File: src/ciolep_defines.vh
// Constants for the camera I/O line event pulser
`ifndef CIOLEP_DEFINES_VH
`define CIOLEP_DEFINES_VH

// Clock rate and microsecond tick
`define CIOLEP_CLK_HZ      40000000
`define CIOLEP_TICK_US     1
`define CIOLEP_TICK_CYC    ((`CIOLEP_CLK_HZ / 1000000) * `CIOLEP_TICK_US)

// Width of every time setting, in bits
`define CIOLEP_TW          16

// Register byte offsets
`define CIOLEP_OFF_SEL     8'h00
`define CIOLEP_OFF_CFG     8'h04
`define CIOLEP_OFF_DUR     8'h08
`define CIOLEP_OFF_DLY     8'h0C
`define CIOLEP_OFF_PRE     8'h10
`define CIOLEP_OFF_DEB     8'h14
`define CIOLEP_OFF_SWTRIG  8'h18
`define CIOLEP_OFF_STAT    8'h1C

// Line configuration fields
`define CIOLEP_CFG_INV     0
`define CIOLEP_CFG_EN      1
`define CIOLEP_CFG_MODE    2
`define CIOLEP_CFG_SRC_LO  4
`define CIOLEP_CFG_SRC_HI  7

// Reset values
`define CIOLEP_RST_INV     1'b0
`define CIOLEP_RST_EN      1'b0
`define CIOLEP_RST_MODE    1'b0
`define CIOLEP_RST_SRC     4'h0
`define CIOLEP_RST_TIME    16'h0000

// Event source choices
`define CIOLEP_SRC_EXPO    4'h1
`define CIOLEP_SRC_ACQS    4'h2
`define CIOLEP_SRC_ACQP    4'h3
`define CIOLEP_SRC_BRSS    4'h4
`define CIOLEP_SRC_BRSE    4'h5
`define CIOLEP_SRC_SOFT    4'h6
`define CIOLEP_SRC_HARD    4'h7
`define CIOLEP_SRC_CNT     4'h8
`define CIOLEP_SRC_TMR     4'h9
`define CIOLEP_SRC_WAIT    4'hA

// Pulse engine states
`define CIOLEP_ST_IDLE     2'h0
`define CIOLEP_ST_DLY      2'h1
`define CIOLEP_ST_ACT      2'h2

`endif

File: src/ciolep_debounce.v
// Input debouncer counting stable microsecond ticks
`include "ciolep_defines.vh"

module ciolep_debounce #(
  parameter TW = `CIOLEP_TW
) (
  // Clock and reset
  input  wire          clk_i,
  input  wire          nrst_i,
  // Timing
  input  wire          tick_i,
  input  wire [TW-1:0] limit_i,
  // Data
  input  wire          din_i,
  output reg           q_o
);

  reg [TW-1:0] cnt_r;

  // Accept a new level only after it stays put for limit ticks
  always @(posedge clk_i or negedge nrst_i) begin
    if (!nrst_i) begin
      cnt_r <= {TW{1'b0}};
      q_o   <= 1'b0;
    end else if (din_i == q_o) begin
      cnt_r <= {TW{1'b0}};          // Any bounce restarts the count
    end else if (cnt_r >= limit_i) begin
      q_o   <= din_i;
      cnt_r <= {TW{1'b0}};
    end else if (tick_i) begin
      cnt_r <= cnt_r + {{(TW-1){1'b0}}, 1'b1};
    end
  end

endmodule // ciolep_debounce

File: src/ciolep_top.v
// Camera I/O line logic: debounce, event pulses, Avalon-MM registers
//
// Notes on behaviour
// Debounce trigger input over programmable interval
// Isolated line, bidirectional line, selector picks
// Bidirectional line drives only in pulse mode
// Inversion drives complement of normal level
// Inversion off on every line after reset
// Enabled line pulses on chosen event
// Choices 1-3: exposure, acquisition start, stop
// Choices 4-5: burst begin and end
// Choices 6-7: software and hardware trigger
// Choices 8-9: counter and timer output
// Choice 10: camera trigger response signal
// Line trigger command fires one timer pulse
// Width zero follows exposure, else programmed
// Delay pulse after exposure start
// Lead time asserts pulse before exposure
// Idle level when disabled or not output
// Times counted in microsecond ticks
//
// Decided for this implementation: the register addresses and the Avalon-MM slave port.
`include "ciolep_defines.vh"

module ciolep_top #(
  parameter TW       = `CIOLEP_TW,
  parameter TICK_CYC = `CIOLEP_TICK_CYC
) (
  // Clock and reset
  input  wire        CLK_SYS_I,
  input  wire        NRST_I,
  // Avalon-MM slave
  input  wire [7:0]  AVS_ADDRESS_I,
  input  wire        AVS_READ_I,
  input  wire        AVS_WRITE_I,
  input  wire [31:0] AVS_WRITEDATA_I,
  input  wire [3:0]  AVS_BYTEENABLE_I,
  output reg  [31:0] AVS_READDATA_O,
  output reg         AVS_WAITREQUEST_O,
  // Camera events, one-cycle pulses; EXPO_ACTIVE_I is a level
  input  wire        EXPO_REQ_I,
  input  wire        EXPO_START_I,
  input  wire        EXPO_ACTIVE_I,
  input  wire        ACQ_START_I,
  input  wire        ACQ_STOP_I,
  input  wire        BURST_START_I,
  input  wire        BURST_END_I,
  input  wire        SOFT_TRIG_I,
  input  wire        HARD_TRIG_I,
  input  wire        COUNT_OUT_I,
  input  wire        TRIG_WAIT_I,
  // Exposure go after lead time
  output reg         EXPO_GO_O,
  // Lines
  input  wire        LINE0_I,
  input  wire        LINE2_I,
  output wire        LINE1_O,
  output wire        LINE2_O,
  output reg         LINE2_OE_O,
  output wire        LINE0_DB_O,
  output wire        LINE2_DB_O
);

  localparam [5:0] TICK_MAX = TICK_CYC[5:0] - 6'h01;

  // Register storage; bit 0 is line 1, bit 1 is line 2
  reg          sel_r, mode2_r, tick_r, lead_r;
  reg [1:0]    inv_r, en_r, swt_r;
  reg [7:0]    src_r;
  reg [TW-1:0] dur_r, dly_r, pre_r, deb_r;
  reg [5:0]    div_r;
  reg [TW-1:0] lead_cnt_r;
  wire [1:0]   act_w, line_w, out_ok;
  wire         acc, do_wr, lead_start;

  // Microsecond tick from the system clock
  always @(posedge CLK_SYS_I or negedge NRST_I) begin
    if (!NRST_I) begin
      div_r  <= 6'h00;
      tick_r <= 1'b0;
    end else if (div_r == TICK_MAX) begin
      div_r  <= 6'h00;
      tick_r <= 1'b1;
    end else begin
      div_r  <= div_r + 6'h01;
      tick_r <= 1'b0;
    end
  end

  // Debounce both inputs with the same interval
  ciolep_debounce #(.TW(TW)) u_deb0 (
    .clk_i   (CLK_SYS_I),
    .nrst_i  (NRST_I),
    .tick_i  (tick_r),
    .limit_i (deb_r),
    .din_i   (LINE0_I),
    .q_o     (LINE0_DB_O)
  );

  ciolep_debounce #(.TW(TW)) u_deb2 (
    .clk_i   (CLK_SYS_I),
    .nrst_i  (NRST_I),
    .tick_i  (tick_r),
    .limit_i (deb_r),
    .din_i   (LINE2_I),
    .q_o     (LINE2_DB_O)
  );

  // Bus handshake: one wait cycle, then the access completes
  assign acc   = AVS_READ_I | AVS_WRITE_I;
  assign do_wr = AVS_WRITE_I & ~AVS_WAITREQUEST_O;

  // Byte-lane merge for 16-bit time registers
  function [TW-1:0] merge;
    input [TW-1:0] old;
    input [31:0]   wd;
    input [3:0]    be;
    begin
      merge = old;
      if (be[0])
        merge[7:0] = wd[7:0];
      if (be[1])
        merge[TW-1:8] = wd[TW-1:8];
    end
  endfunction

  always @(posedge CLK_SYS_I or negedge NRST_I) begin
    if (!NRST_I) begin
      AVS_WAITREQUEST_O <= 1'b1;
    end else if (acc & AVS_WAITREQUEST_O) begin
      AVS_WAITREQUEST_O <= 1'b0;
    end else begin
      AVS_WAITREQUEST_O <= 1'b1;
    end
  end

  // Read data captured as waitrequest drops; unmapped reads zero
  always @(posedge CLK_SYS_I or negedge NRST_I) begin
    if (!NRST_I) begin
      AVS_READDATA_O <= 32'h00000000;
    end else if (AVS_READ_I & AVS_WAITREQUEST_O) begin
      AVS_READDATA_O <= 32'h00000000;
      case (AVS_ADDRESS_I)
        `CIOLEP_OFF_SEL:
          AVS_READDATA_O[0] <= sel_r;
        `CIOLEP_OFF_CFG: begin
          AVS_READDATA_O[`CIOLEP_CFG_INV]  <= inv_r[sel_r];
          AVS_READDATA_O[`CIOLEP_CFG_EN]   <= en_r[sel_r];
          AVS_READDATA_O[`CIOLEP_CFG_MODE] <= out_ok[sel_r];
          AVS_READDATA_O[`CIOLEP_CFG_SRC_HI:`CIOLEP_CFG_SRC_LO] <=
            sel_r ? src_r[7:4] : src_r[3:0];
        end
        `CIOLEP_OFF_DUR: AVS_READDATA_O[TW-1:0] <= dur_r;
        `CIOLEP_OFF_DLY: AVS_READDATA_O[TW-1:0] <= dly_r;
        `CIOLEP_OFF_PRE: AVS_READDATA_O[TW-1:0] <= pre_r;
        `CIOLEP_OFF_DEB: AVS_READDATA_O[TW-1:0] <= deb_r;
        `CIOLEP_OFF_STAT:
          AVS_READDATA_O[6:0] <= {lead_r, act_w, LINE2_DB_O,
                                  LINE0_DB_O, line_w};
        default: AVS_READDATA_O <= 32'h00000000;
      endcase
    end
  end

  // Register writes, per-line fields banked by the selector
  always @(posedge CLK_SYS_I or negedge NRST_I) begin
    if (!NRST_I) begin
      sel_r   <= 1'b0;
      inv_r   <= {2{`CIOLEP_RST_INV}};
      en_r    <= {2{`CIOLEP_RST_EN}};
      mode2_r <= `CIOLEP_RST_MODE;
      src_r   <= {2{`CIOLEP_RST_SRC}};
      dur_r   <= `CIOLEP_RST_TIME;
      dly_r   <= `CIOLEP_RST_TIME;
      pre_r   <= `CIOLEP_RST_TIME;
      deb_r   <= `CIOLEP_RST_TIME;
      swt_r   <= 2'h0;
    end else begin
      swt_r <= 2'h0;
      if (do_wr) begin
        case (AVS_ADDRESS_I)
          `CIOLEP_OFF_SEL:
            if (AVS_BYTEENABLE_I[0])
              sel_r <= AVS_WRITEDATA_I[0];
          `CIOLEP_OFF_CFG:
            if (AVS_BYTEENABLE_I[0]) begin
              inv_r[sel_r] <= AVS_WRITEDATA_I[`CIOLEP_CFG_INV];
              en_r[sel_r]  <= AVS_WRITEDATA_I[`CIOLEP_CFG_EN];
              if (sel_r) begin
                mode2_r    <= AVS_WRITEDATA_I[`CIOLEP_CFG_MODE];
                src_r[7:4] <= AVS_WRITEDATA_I[7:4];
              end else
                src_r[3:0] <= AVS_WRITEDATA_I[7:4];
            end
          `CIOLEP_OFF_DUR:
            dur_r <= merge(dur_r, AVS_WRITEDATA_I, AVS_BYTEENABLE_I);
          `CIOLEP_OFF_DLY:
            dly_r <= merge(dly_r, AVS_WRITEDATA_I, AVS_BYTEENABLE_I);
          `CIOLEP_OFF_PRE:
            pre_r <= merge(pre_r, AVS_WRITEDATA_I, AVS_BYTEENABLE_I);
          `CIOLEP_OFF_DEB:
            deb_r <= merge(deb_r, AVS_WRITEDATA_I, AVS_BYTEENABLE_I);
          `CIOLEP_OFF_SWTRIG:
            if (AVS_BYTEENABLE_I[0] & AVS_WRITEDATA_I[0])
              swt_r[sel_r] <= 1'b1;
          default: ;
        endcase
      end
    end
  end

  // Line 1 is always an output; line 2 only in pulse mode
  assign out_ok = {mode2_r, 1'b1};

  always @(posedge CLK_SYS_I or negedge NRST_I) begin
    if (!NRST_I)
      LINE2_OE_O <= 1'b0;
    else
      LINE2_OE_O <= mode2_r;
  end

  // Lead timer: requests during a running lead are ignored
  assign lead_start = EXPO_REQ_I & ~lead_r & (pre_r != `CIOLEP_RST_TIME);

  always @(posedge CLK_SYS_I or negedge NRST_I) begin
    if (!NRST_I) begin
      lead_r     <= 1'b0;
      lead_cnt_r <= {TW{1'b0}};
      EXPO_GO_O  <= 1'b0;
    end else begin
      EXPO_GO_O <= 1'b0;
      if (lead_start) begin
        lead_r     <= 1'b1;
        lead_cnt_r <= pre_r;
      end else if (EXPO_REQ_I & ~lead_r) begin
        EXPO_GO_O <= 1'b1;
      end else if (lead_r & tick_r) begin
        if (lead_cnt_r <= {{(TW-1){1'b0}}, 1'b1}) begin
          lead_r    <= 1'b0;
          EXPO_GO_O <= 1'b1;
        end else begin
          lead_cnt_r <= lead_cnt_r - {{(TW-1){1'b0}}, 1'b1};
        end
      end
    end
  end

  assign LINE1_O = line_w[0];
  assign LINE2_O = line_w[1];

  // One pulse engine per output line
  genvar g;
  generate
    for (g = 0; g < 2; g = g + 1) begin : g_line
      reg  [1:0]    st_r;
      reg  [TW-1:0] cnt_r;
      reg           saw_r;
      reg           out_r;
      reg           ev;
      wire [3:0]    src = src_r[4*g+3:4*g];
      wire          use_lead = (src == `CIOLEP_SRC_EXPO) &
                               (pre_r != `CIOLEP_RST_TIME);
      wire          ok = en_r[g] & out_ok[g];
      wire          cnt_end = cnt_r <= {{(TW-1){1'b0}}, 1'b1};

      // Event source choice
      always @* begin
        case (src)
          `CIOLEP_SRC_EXPO:
            ev = use_lead ? lead_start : EXPO_START_I;
          `CIOLEP_SRC_ACQS: ev = ACQ_START_I;
          `CIOLEP_SRC_ACQP: ev = ACQ_STOP_I;
          `CIOLEP_SRC_BRSS: ev = BURST_START_I;
          `CIOLEP_SRC_BRSE: ev = BURST_END_I;
          `CIOLEP_SRC_SOFT: ev = SOFT_TRIG_I;
          `CIOLEP_SRC_HARD: ev = HARD_TRIG_I;
          `CIOLEP_SRC_CNT:  ev = COUNT_OUT_I;
          `CIOLEP_SRC_TMR:  ev = swt_r[g];
          `CIOLEP_SRC_WAIT: ev = TRIG_WAIT_I;
          default:          ev = 1'b0;
        endcase
      end

      // Delay then width; width zero waits for exposure to end
      always @(posedge CLK_SYS_I or negedge NRST_I) begin
        if (!NRST_I) begin
          st_r  <= `CIOLEP_ST_IDLE;
          cnt_r <= {TW{1'b0}};
          saw_r <= 1'b0;
        end else begin
          case (st_r)
            `CIOLEP_ST_IDLE:
              if (ok & ev) begin
                saw_r <= 1'b0;
                if (use_lead | (dly_r == `CIOLEP_RST_TIME)) begin
                  st_r  <= `CIOLEP_ST_ACT;
                  cnt_r <= dur_r;
                end else begin
                  st_r  <= `CIOLEP_ST_DLY;
                  cnt_r <= dly_r;
                end
              end
            `CIOLEP_ST_DLY:
              if (!ok)
                st_r <= `CIOLEP_ST_IDLE;
              else if (tick_r & cnt_end) begin
                st_r  <= `CIOLEP_ST_ACT;
                cnt_r <= dur_r;
              end else if (tick_r)
                cnt_r <= cnt_r - {{(TW-1){1'b0}}, 1'b1};
            `CIOLEP_ST_ACT:
              if (!ok)
                st_r <= `CIOLEP_ST_IDLE;
              else if (cnt_r == {TW{1'b0}}) begin
                if (EXPO_ACTIVE_I)
                  saw_r <= 1'b1;
                else if (saw_r)
                  st_r <= `CIOLEP_ST_IDLE;
              end else if (tick_r & cnt_end)
                st_r <= `CIOLEP_ST_IDLE;
              else if (tick_r)
                cnt_r <= cnt_r - {{(TW-1){1'b0}}, 1'b1};
            default: st_r <= `CIOLEP_ST_IDLE;
          endcase
        end
      end

      // Registered pin level; inversion also moves the idle level
      always @(posedge CLK_SYS_I or negedge NRST_I) begin
        if (!NRST_I)
          out_r <= 1'b0;
        else
          out_r <= (st_r == `CIOLEP_ST_ACT) ^ inv_r[g];
      end

      assign act_w[g]  = (st_r == `CIOLEP_ST_ACT);
      assign line_w[g] = out_r;
    end
  endgenerate

endmodule // ciolep_top

File: config.mk
export PLATFORM = sky130hd
export DESIGN_NAME = ciolep_top
export DESIGN_NICKNAME = d
export VERILOG_FILES = /design/src/ciolep_debounce.v /design/src/ciolep_top.v
export VERILOG_INCLUDE_DIRS = /design/src
export SDC_FILE = /design/constraint.sdc
export NUM_CORES = 1
export LEC_CHECK = 0
export BUFFER_PORTS_ARGS = -buffer_cell sky130_fd_sc_hd__buf_2
export CELL_PAD_IN_SITES_DETAIL_PLACEMENT = 0
export CELL_PAD_IN_SITES_GLOBAL_PLACEMENT = 2
export CORE_ASPECT_RATIO = 0.5
export CORE_UTILIZATION = 35
export CTS_BUF_LIST = sky130_fd_sc_hd__clkbuf_16
export DETAILED_ROUTE_END_ITERATION = 6
export PLACE_DENSITY_LB_ADDON = 0.08
export SETUP_SLACK_MARGIN = 0.2
export SYNTH_ARGS = -nofsm -noshare
export SYNTH_HDL_FRONTEND = slang
export SYNTH_SLANG_ARGS = --single-unit
File: constraint.sdc
create_clock -name CLK_SYS_I -period 2.5 [get_ports CLK_SYS_I]
set_input_delay 0.5 -clock CLK_SYS_I [delete_from_list [all_inputs] [get_ports CLK_SYS_I]]
set_output_delay 0.5 -clock CLK_SYS_I [all_outputs]
set_load 0.01 [all_outputs]
==> results.py <==
metrics = {
    "status": {
        "status": "finished, violations left",
        "failed_checks": "setup timing",
    },
    "logic_synthesis": {
        "ys_top_cells_by_area": "dfrtp_1 41%, mux2_2 8.8%, ha_1 4.9%",
        "synth_edf_count": 0,
        "synth_ff_type": "dfrtp_1",
        "syn-cell-area_mm2": 0.0120,
        "async_flop_share": 1.00,
        "synth_compound_area_frac": 0.161,
        "synth_cell_types": 80,
        "synth_top_family_by_area": "simple AND/OR/NAND/NOR gates",
        "synth-simple-area-share": 0.194,
        "ys_seq_elements": 197,
        "synth_warnings": 0,
        "muxShareOfSynthArea": 0.102,
        "synth-adder-area-share": 0.0490,
        "synth-seq-area-share": 0.411,
        "synth_top_area_share": 0.409,
        "synth_xor_area_frac": 0.0336,
        "syn_inst": 1247,
        "avgSynthCellArea_um2": 9.63,
        "synth_largest_area_cell": "dfrtp_1",
    },
    "timing": {
        "fin_crit_ps": 2520,
        "fmax_mhz": 396,
        "tightest_slew_ps": 712,
        "slew_headroom": 0.525,
        "grt_setup_unrepaired": "true",
        "fin_crit_sh": 1.01,
        "hold_viol_final": 0,
        "setup_viol": 2,
        "clock_skew_ps": 11.8,
        "fin_ws_ps": -22.2,
        "finalMaxSlewViolations": 0,
    },
    "layout": {
        "mostFrequentLayoutCells": "192 x dfrtp_1, 143 x nand2_1, 121 x buf_4",
        "multiInputGateArea_mm2": 0.00712,
        "layout_commonest_cell": "dfrtp_1",
        "area_delta_synth_final_pct": 25.8,
        "stdcell_count": 1871,
        "ff_latch_area_mm2": 0.00494,
        "fin_nets": 1525,
        "fillers": 3256,
        "diodes": 0,
        "drive_gt1_frac": 0.327,
    },
    "clock_network": {
        "h-tree-depth": 4,
        "cts_buffers": 17,
        "clockRootBuffer": "clkbuf_16",
        "clk_pin_slew_ps": 80,
        "cts.sinks": 197,
        "cts_tree": "built",
        "clock_path_buffers": 2,
        "insertion_delay_ps": 460,
    },
    "drt": {
        "ant_nets": 0,
        "viasPerCell": 5.58,
        "vias": 10400,
        "dr.pass1.iters": 5,
        "drt_iter0_markers": 880,
        "drc": 0,
        "wl_per_cell_um": 21.9,
        "routed_wl_mm": 40.9,
    },
    "die": {
        "rows": 47,
        "coreArea_mm2": 0.0334,
        "die_h_um": 133,
        "initial_core_util": 0.359,
        "io_pins": 100,
        "die_w_um": 264,
        "die_area_mm2": 0.0351,
    },
    "run": {
        "drv_cap": 0,
    },
    "min_path": {
        "holdCritPathClass": "input pin to register",
    },
    "critical_path": {
        "slowest_stage": "dfrtp_1",
        "cpPeakStageDelay_ps": 410,
        "cp.arrival_ps": 2870,
        "setup.worst_path.class": "register to register",
        "worst-r2r-setup-slack_ps": -20,
        "path_cells": "nor4_4 -> buf_4 -> a41oi_2 -> a21o_1 -> buf_4 -> a221o_1 -> nand3_2 -> buf_12 -> nor2_2 -> a221o_1",
        "cp_max_fo": 19,
        "worst_setup_path_end_kind": "register",
        "crit_family": "compound AO/OA/AOI/OAI gates",
        "critPathLaunchType": "register",
        "critPathRequiredTime_ps": 2850,
        "critPathBufInv": 3,
    },
    "power": {
        "seq_power_share": 0.455,
        "switching_share": 0.268,
        "p_switching_w": 0.00192,
        "power.total_w": 0.00716,
        "internal-power_w": 0.00524,
        "pwr-share-comb": 0.118,
        "ir_drop_v": 0.000327,
        "p_leak_nw": 6.68,
        "power_density_mw_per_mm2": 474,
        "p_clk_frac": 0.427,
    },
    "global_route": {
        "gr-total-overflow": 0,
        "antenna_found_initial": 1,
        "grt_use_total": 0.234,
        "grt_max_degree": 52,
        "grt_pass1_vias": 9836,
        "grt_first_pass_wirelength_mm": 61.9,
    },
    "placement": {
        "port_buffers": 65,
        "dp_hpwl_mm": 30.4,
        "place_inst": 1816,
        "gp_congestion": 0.856,
    },
}
-- flip-flops by register name, summed over array words and instances, names as in the netlist, 4 cells and up --
register and count:
div_r 6, g_line.st_r 4, pre_r 16, deb_r 16, src_r 8, g_line.cnt_r 32, u_deb2.cnt_r 16, dly_r 16
AVS_READDATA_O 16, dur_r 16, u_deb0.cnt_r 16, lead_cnt_r 16
-- area by class of cell --
class                   count  area share
repair buffers            212       0.112
clock buffers              17      0.0282
well taps                 441      0.0365
multi-input cells         942       0.472
inverters                  47      0.0117
flip-flops and latches    197       0.327
clock inverters            15      0.0132
-- stage by stage --
stage               hold slack [ps]  setup WS, ps   util  setup TNS, ps  instance area [µm²]
floorplan                       204           208      -              0                12100
global placement                436         -1.75  0.408          -1.75                13600
detailed placement              441         -31.9  0.408          -48.5                13600
CTS                             195         -5.65  0.434          -8.96                14500
global route                    248         -85.1  0.452           -609                15100
finish                          213         -22.2  0.452          -40.5                15100
-- worst paths after layout --
kind | from | end | cells past startpoint
setup / recovery | pre_r[8] | g_line[1].cnt_r[14] | 10
hold / removal | AVS_READ_I | AVS_WAITREQUEST_O | 2
setup reg to reg | pre_r[8] | g_line[1].cnt_r[14] | 10
hold reg to reg | mode2_r | LINE2_OE_O | 0
max in group asynchronous | NRST_I | u_deb2.cnt_r[0] | 3
min in group asynchronous | NRST_I | lead_cnt_r[7] | 2
-- layer usage --
| layer | GRT usage | wire length (µm) | vias to the layer above |
|---|---|---|---|
| li1 | - | - | 4866 |
| met1 | 0.374 | 21400 | 5288 |
| met2 | 0.325 | 17100 | 255 |
| met3 | 0.0329 | 2000 | 24 |
| met4 | 0.0510 | 408 | 0 |
| met5 | 0 | 0 | - |
-- power by group through the flow --
stage               combinational [W]  clock [W]  sequential, W
floorplan                    0.000312          0        0.00330
global placement             0.000642          0        0.00332
detailed placement           0.000648          0        0.00332
global route                 0.000903    0.00327        0.00326
finish                       0.000843    0.00306        0.00326
CTS                          0.000695    0.00315        0.00326
-- logic make-up (layout without fill, tap and decap cells) --
kind of cell / after synthesis / after routing
fa+ha+maj: 47 / 47
compound gates: 276 / 277
other cells: 1 / 16
buf+inv: 124 / 291
flops: 197 / 197
mux: 110 / 110
xor+xnor: 46 / 46
simple gates: 446 / 446
-- synth_stat cells (all sizes together) (8+ instances only) --
cell type  instances
nand2            146
inv               47
xor2              26
a221o              8
nand2b            10
ha                47
nand4             25
xnor2             20
dfrtp            196
o22ai             10
clkbuf            25
o311ai            15
nor3              37
or3                9
nor4              19
nor2             100
and2              10
a221oi            13
o211ai            10
mux2              99
mux2i             11
a21oi             49
nor2b             10
a22oi             24
a22o              14
and3              24
a21o              24
nand3             33
a31oi             19
o21ai             52
buf               52
-- what timing repair did --
item | 4_1_cts | 5_1_grt
pin swaps | 9 | 40
gates cloned | 0 | 5
setup endpoints to repair | 74 | 77
gates resized for setup | 49 | 94
hold endpoints to repair | 30 | 0
buffers inserted | 3 | 14
hold buffers | 1 | 0
Note: power is estimated with default switching activity, not from simulation.
